`src/uart_nine_bit_defines.svh`:
```
// Contract
// [RQ1] frame is 11 bits: start low, 8 data LSB first, ninth bit, stop high
// [RQ2] mode 3 equals mode 2 except rate; timer 1 or 2 chosen by clock selects
// [RQ3] transmitted ninth bit comes from software-writable tx_ninth_bit
// [RQ4] buffer write loads shifter; sending starts after next divide-by-16 rollover
// [RQ5] start bit first, data output one bit later, first shift one bit after
// [RQ6] first shift inserts a 1 at ninth position, later shifts insert zeros
// [RQ7] ninth bit out with stop beside it: final shift, set tx done, end send
// [RQ8] receive starts on falling edge at 16x rate; load 1FFh, reset counter
// [RQ9] sample line at counter states 7, 8, 9 and take the majority
// [RQ10] a first bit that votes high aborts back to hunting; valid start shifts in
// [RQ11] bits enter 9-bit shifter from right; start at left means final shift
// [RQ12] load only when rx done is 0 and filter off or ninth bit is 1
// [RQ13] one bit time after final shift return to hunting for a falling edge
// [RQ14] received stop bit affects neither buffer, ninth-bit flag nor done flag
// [RQ15] mode 2 rate is osc times 2^rate_double over 64; rate_double resets to 0
// [RQ16] timer 1 source: rate is 2^rate_double times timer 1 overflow rate over 32
// [RQ17] software runs timer 1 as 8-bit auto-reload, interrupt off
// [RQ18] software picks timer 1 reload byte from the rate formula
// [RQ19] timer 2 is rate generator when both clock-select bits are 1
// [RQ20] timer 2 overflow reloads 16-bit count from the reload pair
// [RQ21] timer 2 counts at osc/2; rate is osc over 32 times (65536 - reload)
// [RQ22] timer 2 rollover in rate mode sets no overflow flag
// [RQ23] software leaves timer 2 counts and reload alone while it runs
// [RQ24] mode selects 1,0 give mode 2 and 1,1 give mode 3
// [RQ25] reception only while receive enable is 1; code checks rx_enable only in RX_HUNT, so a started frame still loads
`ifndef UART_NINE_BIT_DEFINES_SVH
`define UART_NINE_BIT_DEFINES_SVH

`define ADDR_W 5
`define OFS_SERIAL_CONTROL 5'h00
`define OFS_SERIAL_BUFFER 5'h04
`define OFS_POWER_CONTROL 5'h08
`define OFS_TIMER2_CONTROL 5'h0C
`define OFS_TIMER1 5'h10
`define OFS_TIMER2_COUNT 5'h14
`define OFS_TIMER2_RELOAD 5'h18

`define PC_RATE_DOUBLE 7
`define T2C_OVERFLOW 7
`define T2C_RX_CLK_SEL 5
`define T2C_TX_CLK_SEL 4
`define T2C_RUN 2
`define T1_RUN 16

`define SERIAL_CONTROL_RESET 8'h00
`define TIMER_RESET 16'h0000
`define TIMER1_RESET 8'h00
`define RX_FILL 9'h1FF

`define MACHINE_CYCLE_LAST 4'hB
`define MODE2_SLOW_LAST 2'h3
`define BIT_LAST 4'hF
`define SAMPLE_A 4'h7
`define SAMPLE_B 4'h8
`define SAMPLE_C 4'h9

`endif

```
`src/uart_nine_bit_pkg.sv`:
```
package uart_nine_bit_pkg;

   typedef enum {TX_IDLE, TX_WAIT, TX_START, TX_DATA} tx_state_type;
   typedef enum {RX_HUNT, RX_BITS, RX_STOP} rx_state_type;

   typedef struct packed {
      logic mode_sel_hi;
      logic mode_sel_lo;
      logic multiproc_filter_en;
      logic rx_enable;
      logic tx_ninth_bit;
      logic rx_ninth_bit;
      logic tx_done_flag;
      logic rx_done_flag;
   } serial_control_type;

endpackage : uart_nine_bit_pkg

```
`src/uart_nine_bit.sv`:
```
// Implementation choices: the register offsets and the Avalon-MM slave port.
`timescale 1ns/10ps
`include "uart_nine_bit_defines.svh"

module uart_nine_bit (
   input wire logic sys_clk,
   input wire logic rstn,
   input wire logic [`ADDR_W-1:0] address,
   input wire logic read,
   input wire logic write,
   input wire logic [31:0] writedata,
   input wire logic [3:0] byteenable,
   output logic [31:0] readdata,
   output logic waitrequest,
   input wire logic rxdIn,
   output logic txdOut
);
   import uart_nine_bit_pkg::*;

   function automatic logic [31:0] applyBe(input logic [31:0] old, input logic [31:0] din,
                                           input logic [3:0] be);
      logic [31:0] r;
      r = old;
      for (int i = 0; i < 4; i++) begin
         if (be[i]) begin
            r[i*8 +: 8] = din[i*8 +: 8];
         end
      end
      return r;
   endfunction : applyBe

   function automatic logic majority3(input logic [2:0] v);
      return (v[0] & v[1]) | (v[0] & v[2]) | (v[1] & v[2]);
   endfunction : majority3

   // bus state
   logic waitreq_ff;
   logic [31:0] readdata_ff;
   // registers
   serial_control_type serial_control_ff;
   serial_control_type nxt_serial_control;
   logic rateDouble_ff;
   logic [7:0] t1Count_ff;
   logic [7:0] t1Reload_ff;
   logic t1Run_ff;
   logic [3:0] t1Pre_ff;
   logic t1Half_ff;
   logic [15:0] t2Count_ff;
   logic [15:0] t2Reload_ff;
   logic tf2_ff;
   logic rclk_ff;
   logic tx_clk_select_ff;
   logic tr2_ff;
   logic t2Pre_ff;
   logic [1:0] m2Pre_ff;
   // transmitter
   tx_state_type txState_ff;
   tx_state_type nxt_txState;
   logic [8:0] txShift_ff;
   logic [8:0] nxt_txShift;
   logic txFirst_ff;
   logic nxt_txFirst;
   logic [3:0] txCnt_ff;
   logic txd_ff;
   logic nxt_txd;
   logic txDoneSet;
   // receiver
   rx_state_type rxState_ff;
   rx_state_type nxt_rxState;
   logic [8:0] rxShift_ff;
   logic [8:0] nxt_rxShift;
   logic rxFirst_ff;
   logic nxt_rxFirst;
   logic [3:0] rxCnt_ff;
   logic [2:0] rxVote_ff;
   logic [7:0] rxBuf_ff;
   logic rxLoad;
   logic rxSync1_ff;
   logic rxSync2_ff;
   logic rxSync3_ff;
   logic rxLevel_ff;
   logic rxPrev_ff;

   // bus decode: request answered one cycle after it is seen
   wire reqSeen = (read | write) & waitreq_ff;
   wire doWrite = write & ~waitreq_ff;
   wire wrScon = doWrite && address == `OFS_SERIAL_CONTROL;
   wire wrSbuf = doWrite && address == `OFS_SERIAL_BUFFER && byteenable[0];
   wire wrPcon = doWrite && address == `OFS_POWER_CONTROL;
   wire wrT2con = doWrite && address == `OFS_TIMER2_CONTROL;
   wire wrT1 = doWrite && address == `OFS_TIMER1;
   wire wrT2Count = doWrite && address == `OFS_TIMER2_COUNT;
   wire wrT2Reload = doWrite && address == `OFS_TIMER2_RELOAD;

   wire [31:0] t2conWord = {24'h0, tf2_ff, 1'b0, rclk_ff, tx_clk_select_ff, 1'b0, tr2_ff, 2'b00};
   wire [31:0] t1Word = {15'h0, t1Run_ff, t1Reload_ff, t1Count_ff};
   wire [31:0] sconMerged = applyBe({24'h0, serial_control_ff}, writedata, byteenable);
   wire [31:0] pconMerged = applyBe({24'h0, rateDouble_ff, 7'h0}, writedata, byteenable);
   wire [31:0] t2conMerged = applyBe(t2conWord, writedata, byteenable);
   wire [31:0] t1Merged = applyBe(t1Word, writedata, byteenable);
   wire [31:0] t2CountMerged = applyBe({16'h0, t2Count_ff}, writedata, byteenable);
   wire [31:0] t2ReloadMerged = applyBe({16'h0, t2Reload_ff}, writedata, byteenable);

   logic [31:0] rdMux;
   always_comb begin
      case (address)
         `OFS_SERIAL_CONTROL: rdMux = {24'h0, serial_control_ff};
         `OFS_SERIAL_BUFFER: rdMux = {24'h0, rxBuf_ff};
         `OFS_POWER_CONTROL: rdMux = {24'h0, rateDouble_ff, 7'h0};
         `OFS_TIMER2_CONTROL: rdMux = t2conWord;
         `OFS_TIMER1: rdMux = t1Word;
         `OFS_TIMER2_COUNT: rdMux = {16'h0, t2Count_ff};
         `OFS_TIMER2_RELOAD: rdMux = {16'h0, t2Reload_ff};
         default: rdMux = 32'h0;
      endcase
   end

   // timer 1: 8-bit auto-reload, one count per machine cycle
   wire t1Inc = t1Run_ff && t1Pre_ff == `MACHINE_CYCLE_LAST;
   wire t1Ovf = t1Inc && t1Count_ff == 8'hFF;
   wire t1Tick16 = t1Ovf & (rateDouble_ff | t1Half_ff); // RQ16
   wire [7:0] t1Next = t1Ovf ? t1Reload_ff : t1Count_ff + 8'h01;

   // timer 2: counts at osc/2, overflow reloads from the reload pair
   wire t2Baud = rclk_ff & tx_clk_select_ff; // RQ19
   wire t2Inc = tr2_ff & t2Pre_ff; // RQ21
   wire t2Ovf = t2Inc && t2Count_ff == 16'hFFFF;
   wire [15:0] t2Next = t2Ovf ? t2Reload_ff : t2Count_ff + 16'h0001; // RQ20

   // 16x sample ticks
   wire m2Tick = rateDouble_ff ? m2Pre_ff[0] : m2Pre_ff == `MODE2_SLOW_LAST; // RQ15
   wire nineBit = serial_control_ff.mode_sel_hi; // RQ24
   wire txTick = serial_control_ff.mode_sel_lo ? (tx_clk_select_ff ? t2Ovf : t1Tick16) : m2Tick; // RQ2
   wire rxTick = serial_control_ff.mode_sel_lo ? (rclk_ff ? t2Ovf : t1Tick16) : m2Tick; // RQ2
   wire txRoll = txTick && txCnt_ff == `BIT_LAST; // RQ4
   wire rxRoll = rxTick && rxCnt_ff == `BIT_LAST;
   wire rxVote = majority3(rxVote_ff); // RQ9
   wire rxFall = rxTick & rxPrev_ff & ~rxLevel_ff; // RQ8
   wire txLastBit = ~txFirst_ff && txShift_ff[8:2] == 7'h00 && txShift_ff[1]; // RQ7
   wire [8:0] rxShifted = {rxShift_ff[7:0], rxVote}; // RQ11
   wire rxAccept = ~serial_control_ff.rx_done_flag & (~serial_control_ff.multiproc_filter_en | rxVote); // RQ12

   // transmitter
   always_comb begin
      nxt_txState = txState_ff;
      nxt_txShift = txShift_ff;
      nxt_txFirst = txFirst_ff;
      nxt_txd = txd_ff;
      txDoneSet = 1'b0;
      case (txState_ff)
         TX_IDLE: begin
            nxt_txd = 1'b1;
            if (wrSbuf && nineBit) begin
               nxt_txShift = {serial_control_ff.tx_ninth_bit, writedata[7:0]}; // RQ3
               nxt_txState = TX_WAIT; // RQ4
            end
         end
         TX_WAIT: begin
            if (txRoll) begin
               nxt_txd = 1'b0; // RQ5
               nxt_txState = TX_START;
            end
         end
         TX_START: begin
            if (txRoll) begin
               nxt_txd = txShift_ff[0]; // RQ5
               nxt_txFirst = 1'b1;
               nxt_txState = TX_DATA;
            end
         end
         TX_DATA: begin
            if (txRoll) begin
               nxt_txShift = {txFirst_ff, txShift_ff[8:1]}; // RQ6
               nxt_txFirst = 1'b0;
               nxt_txd = nxt_txShift[0]; // RQ1
               if (txLastBit) begin
                  txDoneSet = 1'b1; // RQ7
                  nxt_txState = TX_IDLE;
               end
            end
         end
         default: nxt_txState = TX_IDLE;
      endcase
      if (!nineBit) begin
         nxt_txState = TX_IDLE;
         nxt_txd = 1'b1;
      end
   end

   // receiver
   always_comb begin
      nxt_rxState = rxState_ff;
      nxt_rxShift = rxShift_ff;
      nxt_rxFirst = rxFirst_ff;
      rxLoad = 1'b0;
      case (rxState_ff)
         RX_HUNT: begin
            if (rxFall && serial_control_ff.rx_enable) begin // RQ25
               nxt_rxShift = `RX_FILL; // RQ8
               nxt_rxFirst = 1'b1;
               nxt_rxState = RX_BITS;
            end
         end
         RX_BITS: begin
            if (rxRoll) begin
               nxt_rxFirst = 1'b0;
               nxt_rxShift = rxShifted; // RQ10
               if (rxFirst_ff && rxVote) begin
                  nxt_rxState = RX_HUNT; // RQ10
               end else if (!rxFirst_ff && !rxShift_ff[8]) begin
                  rxLoad = rxAccept; // RQ11
                  nxt_rxState = RX_STOP;
               end
            end
         end
         RX_STOP: begin
            if (rxRoll) begin
               nxt_rxState = RX_HUNT; // RQ13
            end
         end
         default: nxt_rxState = RX_HUNT;
      endcase
      if (!nineBit) begin
         nxt_rxState = RX_HUNT;
      end
   end

   // flags: hardware set wins over a software clear in the same cycle
   always_comb begin
      nxt_serial_control = wrScon ? serial_control_type'(sconMerged[7:0]) : serial_control_ff;
      if (txDoneSet) begin
         nxt_serial_control.tx_done_flag = 1'b1; // RQ7
      end
      if (rxLoad) begin
         nxt_serial_control.rx_ninth_bit = rxVote; // RQ14
         nxt_serial_control.rx_done_flag = 1'b1; // RQ12
      end
   end

   always_ff @(posedge sys_clk) begin
      if (!rstn) begin
         waitreq_ff <= 1'b1;
         readdata_ff <= 32'h0;
      end else begin
         waitreq_ff <= ~reqSeen;
         if (read && waitreq_ff) begin
            readdata_ff <= rdMux;
         end
      end
   end

   always_ff @(posedge sys_clk) begin
      if (!rstn) begin
         serial_control_ff <= `SERIAL_CONTROL_RESET;
         rateDouble_ff <= 1'b0; // RQ15
         tf2_ff <= 1'b0;
         rclk_ff <= 1'b0;
         tx_clk_select_ff <= 1'b0;
         tr2_ff <= 1'b0;
      end else begin
         serial_control_ff <= nxt_serial_control;
         rateDouble_ff <= wrPcon ? pconMerged[`PC_RATE_DOUBLE] : rateDouble_ff;
         tf2_ff <= (t2Ovf & ~t2Baud) | (wrT2con ? t2conMerged[`T2C_OVERFLOW] : tf2_ff); // RQ22
         rclk_ff <= wrT2con ? t2conMerged[`T2C_RX_CLK_SEL] : rclk_ff;
         tx_clk_select_ff <= wrT2con ? t2conMerged[`T2C_TX_CLK_SEL] : tx_clk_select_ff;
         tr2_ff <= wrT2con ? t2conMerged[`T2C_RUN] : tr2_ff;
      end
   end

   always_ff @(posedge sys_clk) begin
      if (!rstn) begin
         t1Count_ff <= `TIMER1_RESET;
         t1Reload_ff <= `TIMER1_RESET;
         t1Run_ff <= 1'b0;
         t1Pre_ff <= 4'h0;
         t1Half_ff <= 1'b0;
      end else begin
         t1Count_ff <= wrT1 ? t1Merged[7:0] : (t1Inc ? t1Next : t1Count_ff);
         t1Reload_ff <= wrT1 ? t1Merged[15:8] : t1Reload_ff;
         t1Run_ff <= wrT1 ? t1Merged[`T1_RUN] : t1Run_ff;
         t1Pre_ff <= (t1Pre_ff == `MACHINE_CYCLE_LAST) ? 4'h0 : t1Pre_ff + 4'h1;
         t1Half_ff <= t1Half_ff ^ t1Ovf;
      end
   end

   always_ff @(posedge sys_clk) begin
      if (!rstn) begin
         t2Count_ff <= `TIMER_RESET;
         t2Reload_ff <= `TIMER_RESET;
         t2Pre_ff <= 1'b0;
         m2Pre_ff <= 2'h0;
      end else begin
         t2Count_ff <= wrT2Count ? t2CountMerged[15:0] : (t2Inc ? t2Next : t2Count_ff);
         t2Reload_ff <= wrT2Reload ? t2ReloadMerged[15:0] : t2Reload_ff;
         t2Pre_ff <= tr2_ff & ~t2Pre_ff;
         m2Pre_ff <= m2Pre_ff + 2'h1;
      end
   end

   always_ff @(posedge sys_clk) begin
      if (!rstn) begin
         txState_ff <= TX_IDLE;
         txShift_ff <= 9'h000;
         txFirst_ff <= 1'b0;
         txCnt_ff <= 4'h0;
         txd_ff <= 1'b1;
      end else begin
         txState_ff <= nxt_txState;
         txShift_ff <= nxt_txShift;
         txFirst_ff <= nxt_txFirst;
         txCnt_ff <= txTick ? txCnt_ff + 4'h1 : txCnt_ff;
         txd_ff <= nxt_txd;
      end
   end

   // rx pin: three stages, level accepted once the last two agree
   always_ff @(posedge sys_clk) begin
      if (!rstn) begin
         rxSync1_ff <= 1'b1;
         rxSync2_ff <= 1'b1;
         rxSync3_ff <= 1'b1;
         rxLevel_ff <= 1'b1;
         rxPrev_ff <= 1'b1;
      end else begin
         rxSync1_ff <= rxdIn;
         rxSync2_ff <= rxSync1_ff;
         rxSync3_ff <= rxSync2_ff;
         rxLevel_ff <= (rxSync2_ff == rxSync3_ff) ? rxSync3_ff : rxLevel_ff;
         rxPrev_ff <= rxTick ? rxLevel_ff : rxPrev_ff; // RQ8
      end
   end

   always_ff @(posedge sys_clk) begin
      if (!rstn) begin
         rxState_ff <= RX_HUNT;
         rxShift_ff <= `RX_FILL;
         rxFirst_ff <= 1'b0;
         rxCnt_ff <= 4'h0;
         rxVote_ff <= 3'h7;
         rxBuf_ff <= 8'h00;
      end else begin
         rxState_ff <= nxt_rxState;
         rxShift_ff <= nxt_rxShift;
         rxFirst_ff <= nxt_rxFirst;
         rxCnt_ff <= (rxState_ff == RX_HUNT) ? 4'h0 : (rxTick ? rxCnt_ff + 4'h1 : rxCnt_ff); // RQ8
         if (rxTick && rxCnt_ff == `SAMPLE_A) begin
            rxVote_ff[0] <= rxLevel_ff; // RQ9
         end
         if (rxTick && rxCnt_ff == `SAMPLE_B) begin
            rxVote_ff[1] <= rxLevel_ff; // RQ9
         end
         if (rxTick && rxCnt_ff == `SAMPLE_C) begin
            rxVote_ff[2] <= rxLevel_ff; // RQ9
         end
         if (rxLoad) begin
            rxBuf_ff <= {<<{rxShift_ff[7:0]}}; // RQ11
         end
      end
   end

   assign readdata = readdata_ff;
   assign waitrequest = waitreq_ff;
   assign txdOut = txd_ff;

endmodule : uart_nine_bit

```
`config.mk`:
```
export PLATFORM = sky130hd
export DESIGN_NAME = uart_nine_bit
export DESIGN_NICKNAME = d
export VERILOG_FILES = /design/src/uart_nine_bit_pkg.sv /design/src/uart_nine_bit.sv
export VERILOG_INCLUDE_DIRS = /design/src
export SDC_FILE = /design/constraint.sdc
export NUM_CORES = 1
export LEC_CHECK = 0
export ABC_AREA = 0
export BUFFER_PORTS_ARGS = -buffer_cell sky130_fd_sc_hd__clkbuf_2
export CORE_MARGIN = 3
export CORE_UTILIZATION = 50
export DETAILED_ROUTE_END_ITERATION = 12
export GPL_TIMING_DRIVEN = 0
export PLACE_DENSITY = 0.7
export SYNTH_ARGS = -nofsm -noshare
export SYNTH_HDL_FRONTEND = slang
export SYNTH_SLANG_ARGS = --single-unit
```
`constraint.sdc`:
```
create_clock -name sys_clk -period 6.91 [get_ports sys_clk]
set_input_delay 0.691 -clock sys_clk [delete_from_list [all_inputs] [get_ports sys_clk]]
set_output_delay 0.691 -clock sys_clk [all_outputs]
set_load 0.02 [all_outputs]
```
[Word level (Yosys, flattened, before mapping)]
Index checks and enable logic that the tools add are counted.
Word-level totals
  flip-flop bits (word level): 212
  input port bits: 46
  output and inout bits: 34
Operators by class
  add/subtract/negate cells: 6
  equality and inequality tests: 33
  mux-type cells: 55
  bitwise operators: 29
  reduce and logical (&&, ||, !) cells: 61
Operator list (number)
  32-bit 2-to-1 mux: 10
  32-bit one-hot mux with 4 select lines: 1
  17-bit one-hot mux with 7 select lines: 1
  32-bit by 2-bit equality test with 1-bit output (second input constant): 3
  32-bit zero test: 3
  32-bit one-hot mux with 3 select lines: 1
  32-bit by 1-bit equality test with 1-bit output (second input constant): 2
  16-bit 2-to-1 mux: 3
  8-bit 2-to-1 mux: 6
  9-bit 2-to-1 mux: 4
  9-bit one-hot mux with 2 select lines: 2
  2-bit AND reduction: 13
  1-bit logical AND: 23
  1-bit 2-to-1 mux: 22
  2-bit inequality test (second input constant): 11
  4-bit equality test (second input constant): 5
  2-bit nonzero test: 9
  16-bit by 1-bit adder with 16-bit output (second input constant): 1
  16-bit equality test (second input constant): 1
  5-bit equality test (second input constant): 3
  1-bit bitwise AND: 13
  4-bit by 1-bit adder with 4-bit output (second input constant): 3
  5-bit by 4-bit equality test with 1-bit output (second input constant): 2
  1-bit NOT: 9
  other kinds (21): 33

[Longest topological paths before layout]
  word-level depth: 11
  mapped depth: 9
  gate-level depth less buffers: 8

[Worst setup path after synthesis]
OpenSTA, ideal clock, no wires.
  kind: input-to-reg
  start point: in address[1]
  end point: reg t2Count_ff[6]
  library setup time: 0.059 ns
  data arrival time: 2.348 ns
  setup slack: 4.503 ns
  stages on the path: 6
  path buffers: 1
  cell sequence: or3b_2 clkbuf_1 nor3_1 nor2_1 a21oi_1 o221a_2
On the way
  cells in the longest elaborated chain, start to end: 4
Ends and longest elaborated chain
  start, declared: line uart_nine_bit.sv:8  | input wire logic [`ADDR_W-1:0] address,
  5-bit equality test *
  1-bit logical AND (no source line) *
  2-bit inequality test (no source line) / 2-bit nonzero test (equally long branches)
  2-bit AND reduction (no source line)
  end signal, assigned: line uart_nine_bit.sv:288  | t2Count_ff <= `TIMER_RESET;
  end signal, assigned: line uart_nine_bit.sv:293  | t2Count_ff <= wrT2Count ? t2CountMerged[15:0] : (t2Inc ? t2Next : t2Count_ff);
  end, declared: line uart_nine_bit.sv:48  | logic [15:0] t2Count_ff;
Every way passes the cells marked *; elsewhere a longest branch is shown, timed or not.
A chain may end at the register's enable or synchronous reset.

[Worst setup path after layout]
  start point: reg t2Count_ff[0]
  end point: reg txShift_ff[3]
On the way
  cells in the longest elaborated chain, start to end: 7
Ends and longest elaborated chain
  16-bit equality test: line uart_nine_bit.sv:127  | wire t2Ovf = t2Inc && t2Count_ff == 16'hFFFF;
  1-bit logical AND: line uart_nine_bit.sv:127
  1-bit 2-to-1 mux (2 in a row): line uart_nine_bit.sv:133  | wire txTick = serial_control_ff.mode_sel_lo ? (tx_clk_select_ff ? t2Ovf : t1Tick16) : m2Tick;
  1-bit logical AND (no source line)
  2-bit inequality test (no source line)
  3-bit AND reduction (no source line)
  end signal, assigned: line uart_nine_bit.sv:309  | txShift_ff <= nxt_txShift;
  end, declared: line uart_nine_bit.sv:59  | logic [8:0] txShift_ff;
No other way between the ends.

==> impl_metrics.tcl <==
set metrics [dict create \
    ant_nets 0 \
    clock_tree.root_cell "clkbuf_16" \
    async_flop_share_pct 0 \
    cts_made_buffers 17 \
    ys_warn_count 0 \
    die_x_um 123.7 \
    cts_resized 0 \
    finClkSkew_ns 0.008178 \
    overflow 0 \
    critPathArrivalTime_ns 3.41 \
    drv_cap 0 \
    antenna_found_initial 0 \
    synth_xor_area_share_pct 2.784 \
    dp_hpwl_um 15270 \
    synthAdderAreaFrac_pct 2.314 \
    initial_utilization_pct 51.65 \
    port-buffer-count 46 \
    area_delta_synth_final_pct 16.83 \
    synth-edff-count 0 \
    fin_tns_setup_ns 0 \
    row_count 42 \
    n_antenna_cell 0 \
    hold_viol_final 0 \
    vias 6557 \
    place_congestion 0.9626 \
    powerDensity_nw_per_um2 236.0 \
    fmax_mhz 323.9 \
    peakVddDrop_uv 271.6 \
    worstSetupPathType "flip-flop to flip-flop" \
    viasPerCell 6.038 \
    setup.worst_path.start_class "flip-flop" \
    avgSynthCellArea_um2 8.462 \
    dr.pass1.iters 6 \
    first_global_vias 5946 \
    endpoint "txShift_ff[3]" \
    slew_headroom_pct 43.63 \
    reg2regPathDepth 8 \
    place_area_um2 7425 \
    cts_max_level 4 \
    synth_flop_cell "dfxtp_1" \
    rsz0062_at_grt "no" \
    required_ns 7.23 \
    cts_tree "yes" \
    wl_um 21160 \
    clkTransAtPathRegs_ns 0.06 \
    cts_buffer_depth 2 \
    ios 80 \
    fin_crit_sh_pct 44.68 \
    grt_pass1_wl_um 32490 \
    syn_inst 818 \
    crit_path_end_kind "flip-flop" \
    cp_max_fo 10 \
    ctsHoldBuffers 0 \
    die_y_um 123.7 \
    dieArea_um2 15290 \
    core_um2 13400 \
    drive_gt1_share_pct 13.74 \
    ys_seq_area_share_pct 39.62 \
    wl_per_cell_um 19.48 \
    drt-initial-drc-count 987 \
    grt_start_max_net_pins 17 \
    setup_viol 0 \
    track_usage_pct 28.21 \
    design_area_um2 8087 \
    drc 0 \
    cts_setup_buffers 0 \
    crit_start "t2Count_ff[0]" \
    synth_simple_gate_area_share_pct 20.72 \
    syn_area_um2 6922 \
    status "completed" \
    clock-sinks 137 \
    slew_viol_final 0 \
    nNetsFinal 955 \
    synth-compound-area-share_pct 21.38 \
    clk_latency_ns 0.43 \
    rr_startpoint "t2Count_ff[0]" \
    power_leakage_uw 0.003009 \
    synthDistinctLibCells 75 \
    r2r-end "txShift_ff[3]" \
    finalCriticalPeriod_ns 3.087 \
    muxShareOfSynthArea_pct 8.062 \
    synth_top_family_by_area "compound AO/OA/AOI/OAI gates" \
    min_path_type "flip-flop to flip-flop" \
    tightest_slew_ns 0.8416 \
    ff2ff_setup_slack_ns 3.82 \
    ys_ff_latch 137 \
]
==> flip-flops by register name, indices dropped and copies added (netlist names), 7 cells and up <==
name and cells:
rxBuf_ff 8, t1Reload_ff 8, t2Count_ff 16, rxShift_ff 9
txShift_ff 9, serial_control_ff 7, t2Reload_ff 16, readdata 17
t1Count_ff 8
==> where the power goes <==
group	leakage [µW]	switching [µW]	internal [µW]	total, µW
Clock	0.000314	351	666	1020
Combinational	0.00159	66.0	26.0	92.1
Sequential	0.00111	3.90	795	799
==> worst max-delay path, stage by stage (launching register included) <==
cell and delay (ns):
dfxtp_1 0.44, ha_1 0.29, nand4_2 0.20, nor3_2 0.51, nand4_1 0.45, a211oi_4 0.57
buf_4 0.25, o21ai_0 0.10, o311a_1 0.16
==> cells in the mapped netlist, drive strengths merged (11+ instances only) <==
library cell / instances / share of area [%]
a22oi: 16 / 1.7
buf: 25 / 2.5
a21oi: 81 / 6.0
ha: 12 / 2.2
clkbuf: 37 / 2.0
xnor2: 17 / 2.2
nand3: 40 / 3.0
nand2: 89 / 4.8
nor3: 13 / 1.1
mux2i: 49 / 7.1
o21ai: 40 / 3.0
dfxtp: 137 / 40
o311a: 11 / 1.6
nor2: 91 / 4.9
==> through the flow <==
step	instances	hold slack, ns	setup WS (ns)	power [µW]	util, %
6_report	1086	0.4231	3.823	1908	60.35
5_1_grt	1086	0.4497	3.626	1954	60.35
4_1_cts	1086	0.4353	3.861	1914	60.35
3_5_place_dp	1054	0.3991	3.806	905.5	55.41
3_3_place_gp	1054	0.3917	3.827	905.4	55.41
2_1_floorplan	832	0.3863	4.503	867.2	-
==> worst min-delay path by stage <==
stage               startpoint  slack [ns]  cells past startpoint          to
finish              rxSync1_ff        0.42                      1  rxSync2_ff
global route        rxSync1_ff        0.45                      1  rxSync2_ff
CTS                 rxSync1_ff        0.44                      1  rxSync2_ff
detailed placement  rxSync1_ff        0.40                      1  rxSync2_ff
global placement    rxSync1_ff        0.39                      1  rxSync2_ff
floorplan           rxSync1_ff        0.39                      1  rxSync2_ff
==> cells by family (layout without fill, tap and decap cells) <==
group / after synthesis / after routing
buf+inv: 72 / 150
fa+ha+maj: 13 / 13
other cells: 1 / 15
mux: 55 / 55
flops: 137 / 137
xor+xnor: 22 / 22
simple gates: 296 / 296
compound gates: 222 / 222
==> routing by layer <==
metal / track usage (%) / share of wire, %
met1: 39.35 / 44
met2: 41.20 / 43
met3: 7.448 / 9.9
met4: 11.90 / 3.4
met5: 0 / 0
==> layout by cell type, fill, tap and decap left out, types with 6 or more instances in the layout <==
| cell type | instances |
|---|---|
| nor3_1 | 11 |
| a22oi_1 | 16 |
| and3_1 | 10 |
| mux2_2 | 6 |
| o311a_1 | 11 |
| o21ai_0 | 38 |
| conb_1 | 15 |
| o22a_1 | 9 |
| a211oi_1 | 9 |
| ha_1 | 12 |
| nor2_1 | 91 |
| nand2b_1 | 6 |
| inv_1 | 10 |
| clkbuf_16 | 17 |
| mux2i_1 | 49 |
| clkbuf_2 | 46 |
| xnor2_1 | 17 |
| nand3_1 | 39 |
| clkbuf_1 | 37 |
| dfxtp_1 | 137 |
| o211ai_1 | 6 |
| buf_4 | 16 |
| nand2_1 | 89 |
| a21oi_1 | 80 |
| and2_1 | 7 |
| a31oi_1 | 6 |
| a22o_1 | 8 |
==> final cells by class <==
type / count / area (µm²)
Fill cell: 1248 / 5314
Multi-Input combinational cell: 623 / 3881
Sequential cell: 137 / 2743
Clock buffer: 20 / 466.7
Buffer: 62 / 312.8
Timing Repair Buffer: 46 / 230.2
Tap cell: 176 / 220.2
Clock inverter: 12 / 195.2
Inverter: 10 / 37.54
Note: power is estimated with default switching activity, not from simulation.
